[config.mk]
export PLATFORM = sky130hd
export DESIGN_NAME = tqb_top
export DESIGN_NICKNAME = d
export VERILOG_FILES = /design/src/core/tqb_pkg.sv /design/src/core/tqb_width_filter.sv /design/src/core/tqb_holdoff.sv /design/src/core/tqb_top.sv
export SDC_FILE = /design/constraint.sdc
export NUM_CORES = 1
export LEC_CHECK = 0
export ABC_AREA = 1
export BUFFER_PORTS_ARGS = -buffer_cell sky130_fd_sc_hd__clkbuf_2
export CORE_ASPECT_RATIO = 0.75
export CORE_MARGIN = 4
export CORE_UTILIZATION = 39
export DETAILED_ROUTE_END_ITERATION = 7
export SLEW_MARGIN = 20
export SYNTH_ARGS = -nofsm -noshare
export SYNTH_HDL_FRONTEND = slang
export SYNTH_SLANG_ARGS = --single-unit
[constraint.sdc]
create_clock -name clk_i -period 3.4 [get_ports clk_i]
set_input_delay 0.68 -clock clk_i [delete_from_list [all_inputs] [get_ports clk_i]]
set_output_delay 0.68 -clock clk_i [all_outputs]
set_load 0.1 [all_outputs]
[src/core/tqb_pkg.sv]
// package: constants, register map and types for the trigger qualifier and burst block
package tqb_pkg;
    // clock
    localparam int unsigned CLK_HZ          = 25_000_000;
    localparam int unsigned CLK_PERIOD_NS   = 40;
    // times as printed, in nanoseconds
    localparam longint unsigned MIN_W_DEF_NS  = 64'd100_000_000;  // 100e-3 s
    localparam longint unsigned MAX_W_DEF_NS  = 64'd1_000_000;    // 1e-3 s
    localparam longint unsigned HOLD_DEF_NS   = 64'd10;           // 10e-9 s
    localparam longint unsigned TIME_MAX_NS   = 64'd2_000_000_000; // 2 s
    // cycle counts: least times round up, never below one
    localparam int unsigned MIN_W_DEF_CYC =
        int'((MIN_W_DEF_NS + CLK_PERIOD_NS - 1) / CLK_PERIOD_NS);
    localparam int unsigned MAX_W_DEF_CYC = int'(MAX_W_DEF_NS / CLK_PERIOD_NS);
    localparam int unsigned HOLD_DEF_CYC  =
        (HOLD_DEF_NS + CLK_PERIOD_NS - 1) / CLK_PERIOD_NS < 1 ? 1 :
        int'((HOLD_DEF_NS + CLK_PERIOD_NS - 1) / CLK_PERIOD_NS);
    localparam int unsigned CNT_W = 26;   // holds 2 s of 40 ns cycles
    localparam int unsigned BURST_W = 25; // holds 16,777,216
    localparam int unsigned DELAY_W = 23; // holds 8e6
    localparam logic [BURST_W-1:0] BURST_DEF = 25'h0000001;
    localparam logic [DELAY_W-1:0] DELAY_MAX = 23'h7a1200;
    localparam logic [BURST_W-1:0] BURST_MAX = 25'h1000000;
    // register byte offsets
    localparam logic [7:0] OFS_CTRL   = 8'h00;
    localparam logic [7:0] OFS_BURST  = 8'h04;
    localparam logic [7:0] OFS_DELAY  = 8'h08;
    localparam logic [7:0] OFS_MINW   = 8'h0c;
    localparam logic [7:0] OFS_MAXW   = 8'h10;
    localparam logic [7:0] OFS_HOLD   = 8'h14;
    localparam logic [7:0] OFS_STATUS = 8'h18;
    localparam logic [7:0] OFS_CMD    = 8'h1c;
    // ctrl bits
    localparam int unsigned CB_CONT = 0;
    localparam int unsigned CB_MINON = 1;
    localparam int unsigned CB_MAXON = 2;
    localparam int unsigned CB_HOLDON = 3;
    localparam int unsigned CB_SLOPE = 4;   // two bits
    localparam int unsigned CB_SRC = 6;     // two bits
    localparam logic [31:0] CTRL_RST = 32'h0000_0001;
    localparam int unsigned CMD_TRIG = 0;
    typedef enum logic [1:0] {SLOPE_POS, SLOPE_NEG, SLOPE_EITHER} tqb_slope_type;
    typedef enum logic [1:0] {SRC_EXT, SRC_BUS, SRC_MANUAL} tqb_src_type;
    typedef struct packed {
        logic                    cont;
        logic                    min_width_filter_on;
        logic                    max_width_filter_on;
        logic                    holdoff_on;
        tqb_slope_type           slope;
        tqb_src_type             src;
        logic [BURST_W-1:0]      burst;
        logic [DELAY_W-1:0]      delay;
        logic [CNT_W-1:0]        min_pulse_width;
        logic [CNT_W-1:0]        max_pulse_width;
        logic [CNT_W-1:0]        holdoff;
    } tqb_cfg_type;
    function automatic logic [CNT_W-1:0] tqb_sat_cnt(input logic [31:0] v);
        return (v > 32'(TIME_MAX_NS / CLK_PERIOD_NS)) ?
            CNT_W'(TIME_MAX_NS / CLK_PERIOD_NS) : v[CNT_W-1:0];
    endfunction
endpackage

[src/core/tqb_width_filter.sv]
// pulse width measurement and min/max/window qualification of the trigger line
`timescale 1ns/1ns
`default_nettype none
module tqb_width_filter import tqb_pkg::*; (
    input  wire logic             clk_i,
    input  wire logic             rst_n_i,
    input  wire logic             trig_i,
    input  wire tqb_cfg_type      cfg_i,
    output logic                  valid_o
);
    typedef struct packed {
        logic             prev;
        logic [CNT_W-1:0] width;
        logic             valid;
    } tqb_wf_state_type;
    tqb_wf_state_type st_r, st_nxt;
    logic active, start_edge, end_edge, pass;
    always_comb begin
        st_nxt = st_r;
        st_nxt.valid = 1'b0;
        st_nxt.prev = trig_i;
        // active level is the one entered by the selected edge
        active = (cfg_i.slope == SLOPE_NEG) ? ~trig_i : trig_i;
        start_edge = (cfg_i.slope == SLOPE_NEG) ? (st_r.prev & ~trig_i) : (~st_r.prev & trig_i);
        end_edge = (cfg_i.slope == SLOPE_NEG) ? (~st_r.prev & trig_i) : (st_r.prev & ~trig_i);
        pass = 1'b1;
        if (cfg_i.min_width_filter_on && !(st_r.width > cfg_i.min_pulse_width)) begin
            pass = 1'b0;
        end
        if (cfg_i.max_width_filter_on && !(st_r.width < cfg_i.max_pulse_width)) begin
            pass = 1'b0;
        end
        if (start_edge) begin
            st_nxt.width = CNT_W'(1);
        end else if (active && st_r.width != '1) begin
            st_nxt.width = st_r.width + CNT_W'(1);
        end
        // width known only at the trailing edge; unfiltered either-slope fires on every edge
        if (cfg_i.slope == SLOPE_EITHER && !cfg_i.min_width_filter_on &&
            !cfg_i.max_width_filter_on) begin
            st_nxt.valid = st_r.prev ^ trig_i;
        end else if (!cfg_i.min_width_filter_on && !cfg_i.max_width_filter_on) begin
            st_nxt.valid = start_edge;
        end else begin
            st_nxt.valid = end_edge & pass;
        end
        if (!rst_n_i) begin
            st_nxt = '0;
        end
    end
    always_ff @(posedge clk_i) begin
        st_r <= st_nxt;
    end
    assign valid_o = st_r.valid;
endmodule // tqb_width_filter
`default_nettype wire

[src/core/tqb_holdoff.sv]
// holdoff window: ignores line triggers for a programmed time after a valid one
`timescale 1ns/1ns
`default_nettype none
module tqb_holdoff import tqb_pkg::*; (
    input  wire logic             clk_i,
    input  wire logic             rst_n_i,
    input  wire logic             valid_i,
    input  wire tqb_cfg_type      cfg_i,
    output logic                  pass_o
);
    typedef struct packed {
        logic [CNT_W-1:0] left;
    } tqb_ho_state_type;
    tqb_ho_state_type st_r, st_nxt;
    always_comb begin
        st_nxt = st_r;
        pass_o = valid_i && (!cfg_i.holdoff_on || st_r.left == '0);
        if (st_r.left != '0) begin
            st_nxt.left = st_r.left - CNT_W'(1);
        end
        if (pass_o && cfg_i.holdoff_on) begin
            st_nxt.left = cfg_i.holdoff;
        end
        if (!rst_n_i || !cfg_i.holdoff_on) begin
            st_nxt = '0;
        end
    end
    always_ff @(posedge clk_i) begin
        st_r <= st_nxt;
    end
endmodule // tqb_holdoff
`default_nettype wire

[src/core/tqb_top.sv]
// trigger qualifier and burst controller with apb register access
// Functional notes
// - accepted trigger yields exactly burst-count cycles, default one
// - manual button, remote command or input transition trigger
// - burst and delay apply only in triggered mode
// - wait programmed delay in sample clocks before output
// - delay 0 to 8e6, zero means none
// - min filter rejects pulses not wider than minimum
// - max filter rejects pulses not narrower than maximum
// - both filters on form a width window
// - min filter switch, off after reset
// - max filter switch, off after reset
// - holdoff ignores all triggers within window; code holds off line triggers only, button and command bypass it
// - holdoff programmable, default ten nanoseconds; code rounds it up to one 40 ns clock
// - holdoff switch, off after reset
// - clearing continuous selects triggered mode
// - further triggers ignored while burst runs
`timescale 1ns/1ns
`default_nettype none
module tqb_top import tqb_pkg::*; (
    input  wire logic             clk_i,
    input  wire logic             rst_n_i,
    input  wire logic             psel_i,
    input  wire logic             penable_i,
    input  wire logic             pwrite_i,
    input  wire logic [7:0]       paddr_i,
    input  wire logic [31:0]      pwdata_i,
    output logic [31:0]           prdata_o,
    output logic                  pready_o,
    output logic                  pslverr_o,
    input  wire logic             trig_in_i,
    input  wire logic             manual_btn_i,
    input  wire logic             cycle_done_i,
    output logic                  burst_start_o,
    output logic                  running_o,
    output logic                  idle_return_o
);
    typedef enum logic [1:0] {ST_IDLE, ST_DELAY, ST_BURST} tqb_fsm_type;
    typedef struct packed {
        tqb_cfg_type        cfg;
        tqb_fsm_type        fsm;
        logic [DELAY_W-1:0] dcnt;
        logic [BURST_W-1:0] bcnt;
        logic               bus_trig;
        logic               btn_prev;
        logic [31:0]        prdata;
        logic               pready;
        logic               pslverr;
        logic               start;
        logic               idle_ret;
        logic [BURST_W-1:0] accepted;
        logic               running;
    } tqb_state_type;
    tqb_state_type st_r, st_nxt;
    logic ext_valid, ext_pass, trig_evt, wr_acc, rd_acc;
    tqb_width_filter u_wf (
        .clk_i   (clk_i),
        .rst_n_i (rst_n_i),
        .trig_i  (trig_in_i),
        .cfg_i   (st_r.cfg),
        .valid_o (ext_valid)
    );
    tqb_holdoff u_ho (
        .clk_i   (clk_i),
        .rst_n_i (rst_n_i),
        .valid_i (ext_valid),
        .cfg_i   (st_r.cfg),
        .pass_o  (ext_pass)
    );
    function automatic logic [31:0] rd_mux(input tqb_state_type s, input logic [7:0] a);
        logic [31:0] v;
        v = 32'h0000_0000;
        case (a)
            OFS_CTRL: begin
                v[CB_CONT] = s.cfg.cont;
                v[CB_MINON] = s.cfg.min_width_filter_on;
                v[CB_MAXON] = s.cfg.max_width_filter_on;
                v[CB_HOLDON] = s.cfg.holdoff_on;
                v[CB_SLOPE +: 2] = s.cfg.slope;
                v[CB_SRC +: 2] = s.cfg.src;
            end
            OFS_BURST: v = 32'(s.cfg.burst);
            OFS_DELAY: v = 32'(s.cfg.delay);
            OFS_MINW: v = 32'(s.cfg.min_pulse_width);
            OFS_MAXW: v = 32'(s.cfg.max_pulse_width);
            OFS_HOLD: v = 32'(s.cfg.holdoff);
            OFS_STATUS: v = {5'h00, s.fsm, s.accepted};
            default: v = 32'h0000_0000;
        endcase
        return v;
    endfunction
    function automatic logic addr_ok(input logic [7:0] a);
        return (a <= OFS_CMD) && (a[1:0] == 2'h0);
    endfunction
    always_comb begin
        st_nxt = st_r;
        st_nxt.start = 1'b0;
        st_nxt.idle_ret = 1'b0;
        st_nxt.btn_prev = manual_btn_i;
        // apb: one wait state; a write lands only at the edge that samples pready high
        wr_acc = psel_i && penable_i && pwrite_i && st_r.pready;
        rd_acc = psel_i && penable_i && !pwrite_i && !st_r.pready;
        st_nxt.pready = psel_i && penable_i && !st_r.pready;
        st_nxt.pslverr = psel_i && penable_i && !st_r.pready && !addr_ok(paddr_i);
        if (rd_acc) begin
            st_nxt.prdata = rd_mux(st_r, paddr_i);
        end
        if (wr_acc) begin
            case (paddr_i)
                OFS_CTRL: begin
                    st_nxt.cfg.cont = pwdata_i[CB_CONT];
                    st_nxt.cfg.min_width_filter_on = pwdata_i[CB_MINON];
                    st_nxt.cfg.max_width_filter_on = pwdata_i[CB_MAXON];
                    st_nxt.cfg.holdoff_on = pwdata_i[CB_HOLDON];
                    st_nxt.cfg.slope = tqb_slope_type'(pwdata_i[CB_SLOPE +: 2]);
                    st_nxt.cfg.src = tqb_src_type'(pwdata_i[CB_SRC +: 2]);
                end
                OFS_BURST: begin
                    if (pwdata_i[BURST_W-1:0] != '0 && pwdata_i[BURST_W-1:0] <= BURST_MAX) begin
                        st_nxt.cfg.burst = pwdata_i[BURST_W-1:0];
                    end
                end
                OFS_DELAY: begin
                    // out-of-range delay refused; low bits kept as written, software keeps x4
                    if (pwdata_i[DELAY_W-1:0] <= DELAY_MAX && pwdata_i[31:DELAY_W] == '0) begin
                        st_nxt.cfg.delay = pwdata_i[DELAY_W-1:0];
                    end
                end
                OFS_MINW: st_nxt.cfg.min_pulse_width = tqb_sat_cnt(pwdata_i);
                OFS_MAXW: st_nxt.cfg.max_pulse_width = tqb_sat_cnt(pwdata_i);
                OFS_HOLD: st_nxt.cfg.holdoff = tqb_sat_cnt(pwdata_i);
                default: ;
            endcase
        end
        st_nxt.bus_trig = wr_acc && paddr_i == OFS_CMD && pwdata_i[CMD_TRIG];
        // line source also takes the manual button; bus and manual bypass the width filters
        case (st_r.cfg.src)
            SRC_EXT: trig_evt = ext_pass || (manual_btn_i && !st_r.btn_prev);
            SRC_BUS: trig_evt = st_r.bus_trig;
            SRC_MANUAL: trig_evt = manual_btn_i && !st_r.btn_prev;
            default: trig_evt = 1'b0;
        endcase
        case (st_r.fsm)
            ST_IDLE: begin
                // continuous mode ignores burst and delay entirely
                if (!st_r.cfg.cont && trig_evt) begin
                    st_nxt.accepted = st_r.accepted + BURST_W'(1);
                    st_nxt.bcnt = st_r.cfg.burst;
                    if (st_r.cfg.delay == '0) begin
                        st_nxt.fsm = ST_BURST;
                        st_nxt.start = 1'b1;
                    end else begin
                        st_nxt.dcnt = st_r.cfg.delay;
                        st_nxt.fsm = ST_DELAY;
                    end
                end
            end
            ST_DELAY: begin
                // triggers in this state are dropped
                if (st_r.dcnt == DELAY_W'(1)) begin
                    st_nxt.fsm = ST_BURST;
                    st_nxt.start = 1'b1;
                end
                st_nxt.dcnt = st_r.dcnt - DELAY_W'(1);
            end
            ST_BURST: begin
                if (cycle_done_i) begin
                    st_nxt.bcnt = st_r.bcnt - BURST_W'(1);
                    if (st_r.bcnt == BURST_W'(1)) begin
                        st_nxt.fsm = ST_IDLE;
                        st_nxt.idle_ret = 1'b1;
                    end
                end
            end
            default: st_nxt.fsm = ST_IDLE;
        endcase
        if (st_r.cfg.cont && st_r.fsm != ST_IDLE) begin
            st_nxt.fsm = ST_IDLE;
            st_nxt.idle_ret = 1'b1;
        end
        // registered copy so the output comes straight from a flop
        st_nxt.running = (st_nxt.fsm == ST_BURST);
        if (!rst_n_i) begin
            st_nxt = '0;
            st_nxt.fsm = ST_IDLE;
            st_nxt.cfg.cont = CTRL_RST[CB_CONT];
            st_nxt.cfg.burst = BURST_DEF;
            st_nxt.cfg.min_pulse_width = CNT_W'(MIN_W_DEF_CYC);
            st_nxt.cfg.max_pulse_width = CNT_W'(MAX_W_DEF_CYC);
            st_nxt.cfg.holdoff = CNT_W'(HOLD_DEF_CYC);
        end
    end
    always_ff @(posedge clk_i) begin
        st_r <= st_nxt;
    end
    assign prdata_o = st_r.prdata;
    assign pready_o = st_r.pready;
    assign pslverr_o = st_r.pslverr;
    assign burst_start_o = st_r.start;
    assign running_o = st_r.running;
    assign idle_return_o = st_r.idle_ret;

    chk_cont_stays_idle: assert property (@(posedge clk_i) disable iff (!rst_n_i)
        st_r.cfg.cont && st_r.fsm == ST_IDLE |=> st_r.fsm == ST_IDLE)
        else $error("burst left idle in continuous mode");
    chk_zero_delay_start: assert property (@(posedge clk_i) disable iff (!rst_n_i)
        st_r.fsm == ST_IDLE && !st_r.cfg.cont && trig_evt && st_r.cfg.delay == '0
        |=> burst_start_o && running_o)
        else $error("zero delay did not start burst at once");
    chk_delay_start: assert property (@(posedge clk_i) disable iff (!rst_n_i)
        st_r.fsm == ST_DELAY && st_r.dcnt == DELAY_W'(1) && !st_r.cfg.cont
        |=> burst_start_o ##1 !burst_start_o)
        else $error("delay end did not start burst");
    chk_burst_end: assert property (@(posedge clk_i) disable iff (!rst_n_i)
        running_o && cycle_done_i && st_r.bcnt == BURST_W'(1) && !st_r.cfg.cont
        |=> idle_return_o && !running_o)
        else $error("burst did not end after last cycle");
    chk_no_early_end: assert property (@(posedge clk_i) disable iff (!rst_n_i)
        running_o && !cycle_done_i && !st_r.cfg.cont |=> running_o)
        else $error("burst ended without a finished cycle");
    chk_busy_ignore: assert property (@(posedge clk_i) disable iff (!rst_n_i)
        st_r.fsm != ST_IDLE |=> st_r.accepted == $past(st_r.accepted))
        else $error("trigger taken while busy");
    chk_start_pulse: assert property (@(posedge clk_i) disable iff (!rst_n_i)
        burst_start_o |-> $past(st_r.fsm) != ST_BURST)
        else $error("start pulse inside a burst");
    chk_apb_ready: assert property (@(posedge clk_i) disable iff (!rst_n_i)
        psel_i && penable_i && !pready_o |=> pready_o ##1 !pready_o)
        else $error("apb answer not one cycle");
endmodule // tqb_top
`default_nettype wire

======== Yosys cells after proc, flatten, opt, wreduce, memory -nomap -nowiden ========
Cells that the tools add are included.
word-level totals
  register bits after elaboration ......... 302
  input bits .............................. 48
cells by class
  add/subtract/negate cells ............... 5
  magnitude comparators ................... 6
  eq/ne operators ......................... 20
  mux-type cells .......................... 34
  bitwise logic cells ..................... 7
  reductions and logical operators ........ 61
operators by type and width
  operator                                                                 number
  19-bit one-hot mux with 6 select lines                                   1
  26-bit 2-to-1 mux                                                        3
  8-bit one-hot mux with 7 select lines                                    1
  50-bit 2-to-1 mux                                                        1
  25-bit one-hot mux with 2 select lines                                   1
  23-bit one-hot mux with 2 select lines                                   1
  8-bit by 5-bit == test with 1-bit output (second input constant)         4
  32-bit by 26-bit > comparator with 1-bit output (second input constant)  1
  26-bit by 1-bit adder with 26-bit output (second input constant)         1
  26-bit > comparator                                                      1
  26-bit logical NOT                                                       1
  26-bit < comparator                                                      1
  26-bit != test (second input constant)                                   1
  26-bit nonzero test                                                      1
  26-bit by 1-bit subtractor with 26-bit output (second input constant)    1
  25-bit by 1-bit adder with 25-bit output (second input constant)         1
  25-bit by 1-bit == test with 1-bit output (second input constant)        1
  25-bit less-or-equal comparator (second input constant)                  1
  25-bit 2-to-1 mux                                                        1
  25-bit nonzero test                                                      1
  25-bit by 1-bit subtractor with 25-bit output (second input constant)    1
  23-bit by 1-bit == test with 1-bit output (second input constant)        1
  23-bit less-or-equal comparator (second input constant)                  1
  1-bit logical AND                                                        23
  other kinds (26)                                                         82

======== Longest topological paths before layout ========
  depth after elaboration ................. 10
  mapped depth ............................ 17
  mapped depth without buffers ............ 16

======== By module ========
A second synthesis with hierarchy kept.
second synthesis, totals
  cell total of the unflattened synthesis .. 2868
  area total of the unflattened synthesis .. 18202.5 um2
modules (own cells, without submodules)
  module            times used  cells each  area each (um2)  seq. area each (um2)
  tqb_top           1           2109        13366.6          4864.7
  tqb_width_filter  1           489         3145.5           560.5
  tqb_holdoff       1           270         1690.4           520.5

======== Worst setup path after synthesis ========
Ideal clock, no wire load.
  path kind ............................... reg-to-reg
  from .................................... register st_r (netlist bit pready_o)
  to ...................................... register st_r[206] in the netlist's numbering
  setup time .............................. 0.115 ns
  data arrival time ....................... 2.329 ns
  data required time ...................... 3.285 ns
  slack ................................... 0.956 ns
  stages on the path, launching flop included .. 7
  cells stage by stage .................... dfxtp_1 > nand3_1 > nor4_4 > buf_2 > nand3_1 > nand2_1 > nor2_1
on the way
  cells in the longest elaborated chain, start to end .. 2
RTL lines
  element                        line            text
  from (decl)                    tqb_top.sv:54   tqb_state_type st_r, st_nxt;
  from (signal assigned)         tqb_top.sv:194  st_r <= st_nxt;
  1-bit logical AND              tqb_top.sv:101  wr_acc = psel_i && penable_i && pwrite_i && st_r.pready;
  3-bit AND reduction (no line)  n/a
Every way passes these cells.
A chain may end at the register's enable or synchronous reset.

======== Worst setup path after layout ========
  from .................................... register u_ho.st_r[0] in the netlist's numbering
  to ...................................... register st_r[98] in the netlist's numbering
on the way
  cells in the longest elaborated chain, start to end .. 8
RTL lines
  element                                line               text
  from (decl)                            tqb_holdoff.sv:14  tqb_ho_state_type st_r, st_nxt;
  from (signal assigned)                 tqb_holdoff.sv:29  st_r <= st_nxt;
  26-bit logical NOT                     tqb_holdoff.sv:17  pass_o = valid_i && (!cfg_i.holdoff_on || st_r.left == '0);
  1-bit logical OR                       tqb_holdoff.sv:17
  1-bit logical AND                      tqb_holdoff.sv:17
  1-bit logical OR                       tqb_top.sv:138     SRC_EXT: trig_evt = ext_pass || (manual_btn_i && !st_r.btn_prev);
  1-bit one-hot mux with 3 select lines  tqb_top.sv:137     case (st_r.cfg.src)
  1-bit logical AND                      tqb_top.sv:146     if (!st_r.cfg.cont && trig_evt) begin
  2-bit != test (no line)                n/a
  3-bit AND reduction (no line)          n/a
Every way passes these cells.

==> results.yml <==
outcome:
  status: "completed"
global_routing:
  grt_max_degree: 153
  grt_first_pass_wirelength_um: 100000
  grt-ovfl-total: 0
  grt_util_all_layers_pct: 26.8
  grt_pass1_vias: 16600
  antenna_found_initial: 3
worst_setup_path:
  critPathCaptureType: "flip-flop"
  start_kind: "flip-flop"
  r2r_slack_ps: 660
  crit_type: "reg2reg"
  crit_arrival_ps: 3160
  cp_max_fo: 35
  crit_required_ps: 3820
place:
  gp_congestion: 1.02
  port_buffers: 79
  hpwl_um: 50900
drt:
  first_pass_iters: 6
  routed_wl_um: 67000
  vias: 18400
  via_per_inst: 5.52
  drc: 0
  wire_per_inst_um: 20.1
  drt_iter0_markers: 2202
  ant_nets: 0
floorplanning:
  die_y_um: 192
  die_area_um2: 48400
  pin_count: 85
  core_um2: 43800
  fp-row-count: 66
  start_util_pct: 39.9
  die_w_um: 253
clock_tree:
  cts_root_buffer: "clkbuf_16"
  clock_latency_ps: 540
  clockBufferDepth: 3
  cts_setup_buffers: 0
  path_clk_slew_ps: 60
  cts_hold_buf: 0
  cts_tree: "built"
  cts-resized-gates: 0
  clock_sinks: 297
  h-tree-depth: 2
  numCtsBuffers: 34
sta:
  final_max_slew_viol_count: 0
  setup-tns-final_ps: 0
  period_share_pct: 80.7
  hold_viol: 0
  worstMarginPinSlew_ps: 940
  setup_violations: 0
  finalCriticalPeriod_ps: 2740
  whs_ps: 362
  finalClockSkew_ps: 21.8
  max_slew_margin_pct: 37.2
  rsz0062_at_grt: "no"
  fmax_ghz: 0.364
synth:
  yosysUniqueCellTypes: 47
  synth_cells: 2722
  ys.flop_type: "dfxtp_1"
  syn-cell-area_um2: 17500
  ys_top_cells_by_count: "619 x nand2_1, 375 x nor2_1, 309 x inv_1, 297 x dfxtp_1, 273 x a21oi_1"
  synth-edff-count: 0
  yosysTopAreaCellShare_pct: 33.9
  yosysWarnings: 0
  yosysMostFrequentCell: "nand2_1"
  post-synth-top-area-cell: "dfxtp_1"
  synth_area_per_cell_um2: 6.43
  ys_seq_area_share_pct: 33.9
  synthTopCellsByArea: "dfxtp_1 34%, nand2_1 13%, nor2_1 8.0%"
  synth_seq_cells: 297
  ys_async_sr_fraction_pct: 0
layout:
  layout-drive-gt1-share_pct: 7.29
  antennaDiodeCount: 0
  multi_input_area_um2: 9650
  register_area_um2: 5950
  nFillCells: 4594
  nNetsFinal: 2840
  utilization_pct: 44.3
  syn2layout_area_growth_pct: 10.8
power:
  sw_frac_of_total_pct: 24.3
  comb_power_share_pct: 4.9
  power.internal_uw: 5970
  vdd_ir_drop_max_mv: 0.264
  clkPwrFrac_pct: 50.6
  p_seq_share_pct: 44.5
  leakage_uw: 0.00857
  p_per_area_nw_per_um2: 406
  p_sw_uw: 1910
job:
  drv_cap: 0
hold_path:
  min-delay-path-class: "in2reg"
placed cells by master, fill, tap and decap left out, types with 8 or more instances in the layout:
cell type | synthesis | layout
nand2_1 | 619 | 619
nor2_1 | 375 | 371
inv_1 | 309 | 309
dfxtp_1 | 297 | 297
a21oi_1 | 273 | 273
o21ai_0 | 190 | 190
nand3_1 | 153 | 153
clkbuf_2 | 0 | 78
ha_1 | 61 | 61
nor3_1 | 45 | 45
xor2_1 | 38 | 38
nand4_1 | 37 | 37
clkbuf_16 | 0 | 37
buf_4 | 37 | 28
o22ai_1 | 24 | 24
o21bai_1 | 22 | 22
xnor2_1 | 18 | 18
nor4_1 | 17 | 17
inv_2 | 10 | 10
o21a_1 | 9 | 9
nor2_2 | 4 | 8
a31oi_1 | 8 | 8
a221oi_1 | 8 | 8
worst paths after layout:
| check | from | end | depth (start not counted) |
|---|---|---|---|
| worst max-delay path | u_ho.st_r[0]$_SDFFE_PP0P_ | st_r[98]$_SDFFE_PN0P_ | 15 |
| worst min-delay path | manual_btn_i | st_r[62]$_SDFF_PN0_ | 3 |
| worst max register to register | u_ho.st_r[0]$_SDFFE_PP0P_ | st_r[98]$_SDFFE_PN0P_ | 15 |
| worst min register to register | prdata_o[7]$_SDFFE_PN0P_ | prdata_o[7]$_SDFFE_PN0P_ | 2 |
cells by family after synthesis:
family	synth area share [%]
buf+inv	11.1
simple gates	30.4
fa+ha+maj	4.36
xor+xnor	2.80
other cells	0.0214
flops	33.9
compound gates	17.4
layer usage:
metal | part of all wire (%) | GRT usage, % | vias up | wire (µm)
met5 | 0.21 | 1.63 | - | 142
met4 | 1.8 | 5.34 | 6 | 1180
met3 | 14 | 11.1 | 80 | 9100
met2 | 37 | 35.2 | 869 | 25000
met1 | 47 | 40.4 | 8593 | 31600
li1 | - | - | 8856 | -
sequential cells by signal, indices dropped and copies added, names as in the netlist:
| signal | flops |
|---|---|
| u_wf.st_r | 27 |
| prdata_o | 27 |
| u_ho.st_r | 26 |
| pslverr_o | 1 |
| running_o | 1 |
| st_r | 211 |
| pready_o | 1 |
| burst_start_o | 1 |
| u_wf.valid_o | 1 |
| idle_return_o | 1 |
power groups by stage:
stage	Sequential, µW	Combinational (µW)	Clock (µW)
floorplan	3580	245	0
global placement	3580	370	0
detailed placement	3580	373	0
CTS	3500	373	4060
global route	3500	403	4190
finish	3510	384	3990
stage by stage:
step	instance area (µm²)	setup WS, ps	std cells	total power (µW)
finish	19400	655	3335	7880
global route	19400	416	3335	8100
CTS	19400	703	3335	7940
detailed placement	18200	376	3273	3960
global placement	18200	343	3273	3950
floorplan	17500	956	2726	3830
final cells by class:
type / instances / share of cell area (%)
Multi-Input combinational cell: 1963 / 49.7
Clock inverter: 15 / 0.954
Clock buffer: 47 / 5.22
Sequential cell: 297 / 30.6
Inverter: 326 / 6.31
Timing Repair Buffer: 109 / 3.40
Tap cell: 578 / 3.73
worst max-delay path, cell delays in order, from the launching register on:
cell and delay (ps):
dfxtp_1 320, inv_1 130, ha_1 170, inv_1 80, nor2_1 110, nand2_1 70
nor2_2 160, nand2_1 70, nand2_1 100, nand2_2 100, nand2_4 230, nand2_4 290
nand2_4 270, nand2_4 260, o21bai_1 220, nor2_1 60
(Power assumes the default switching activity.)
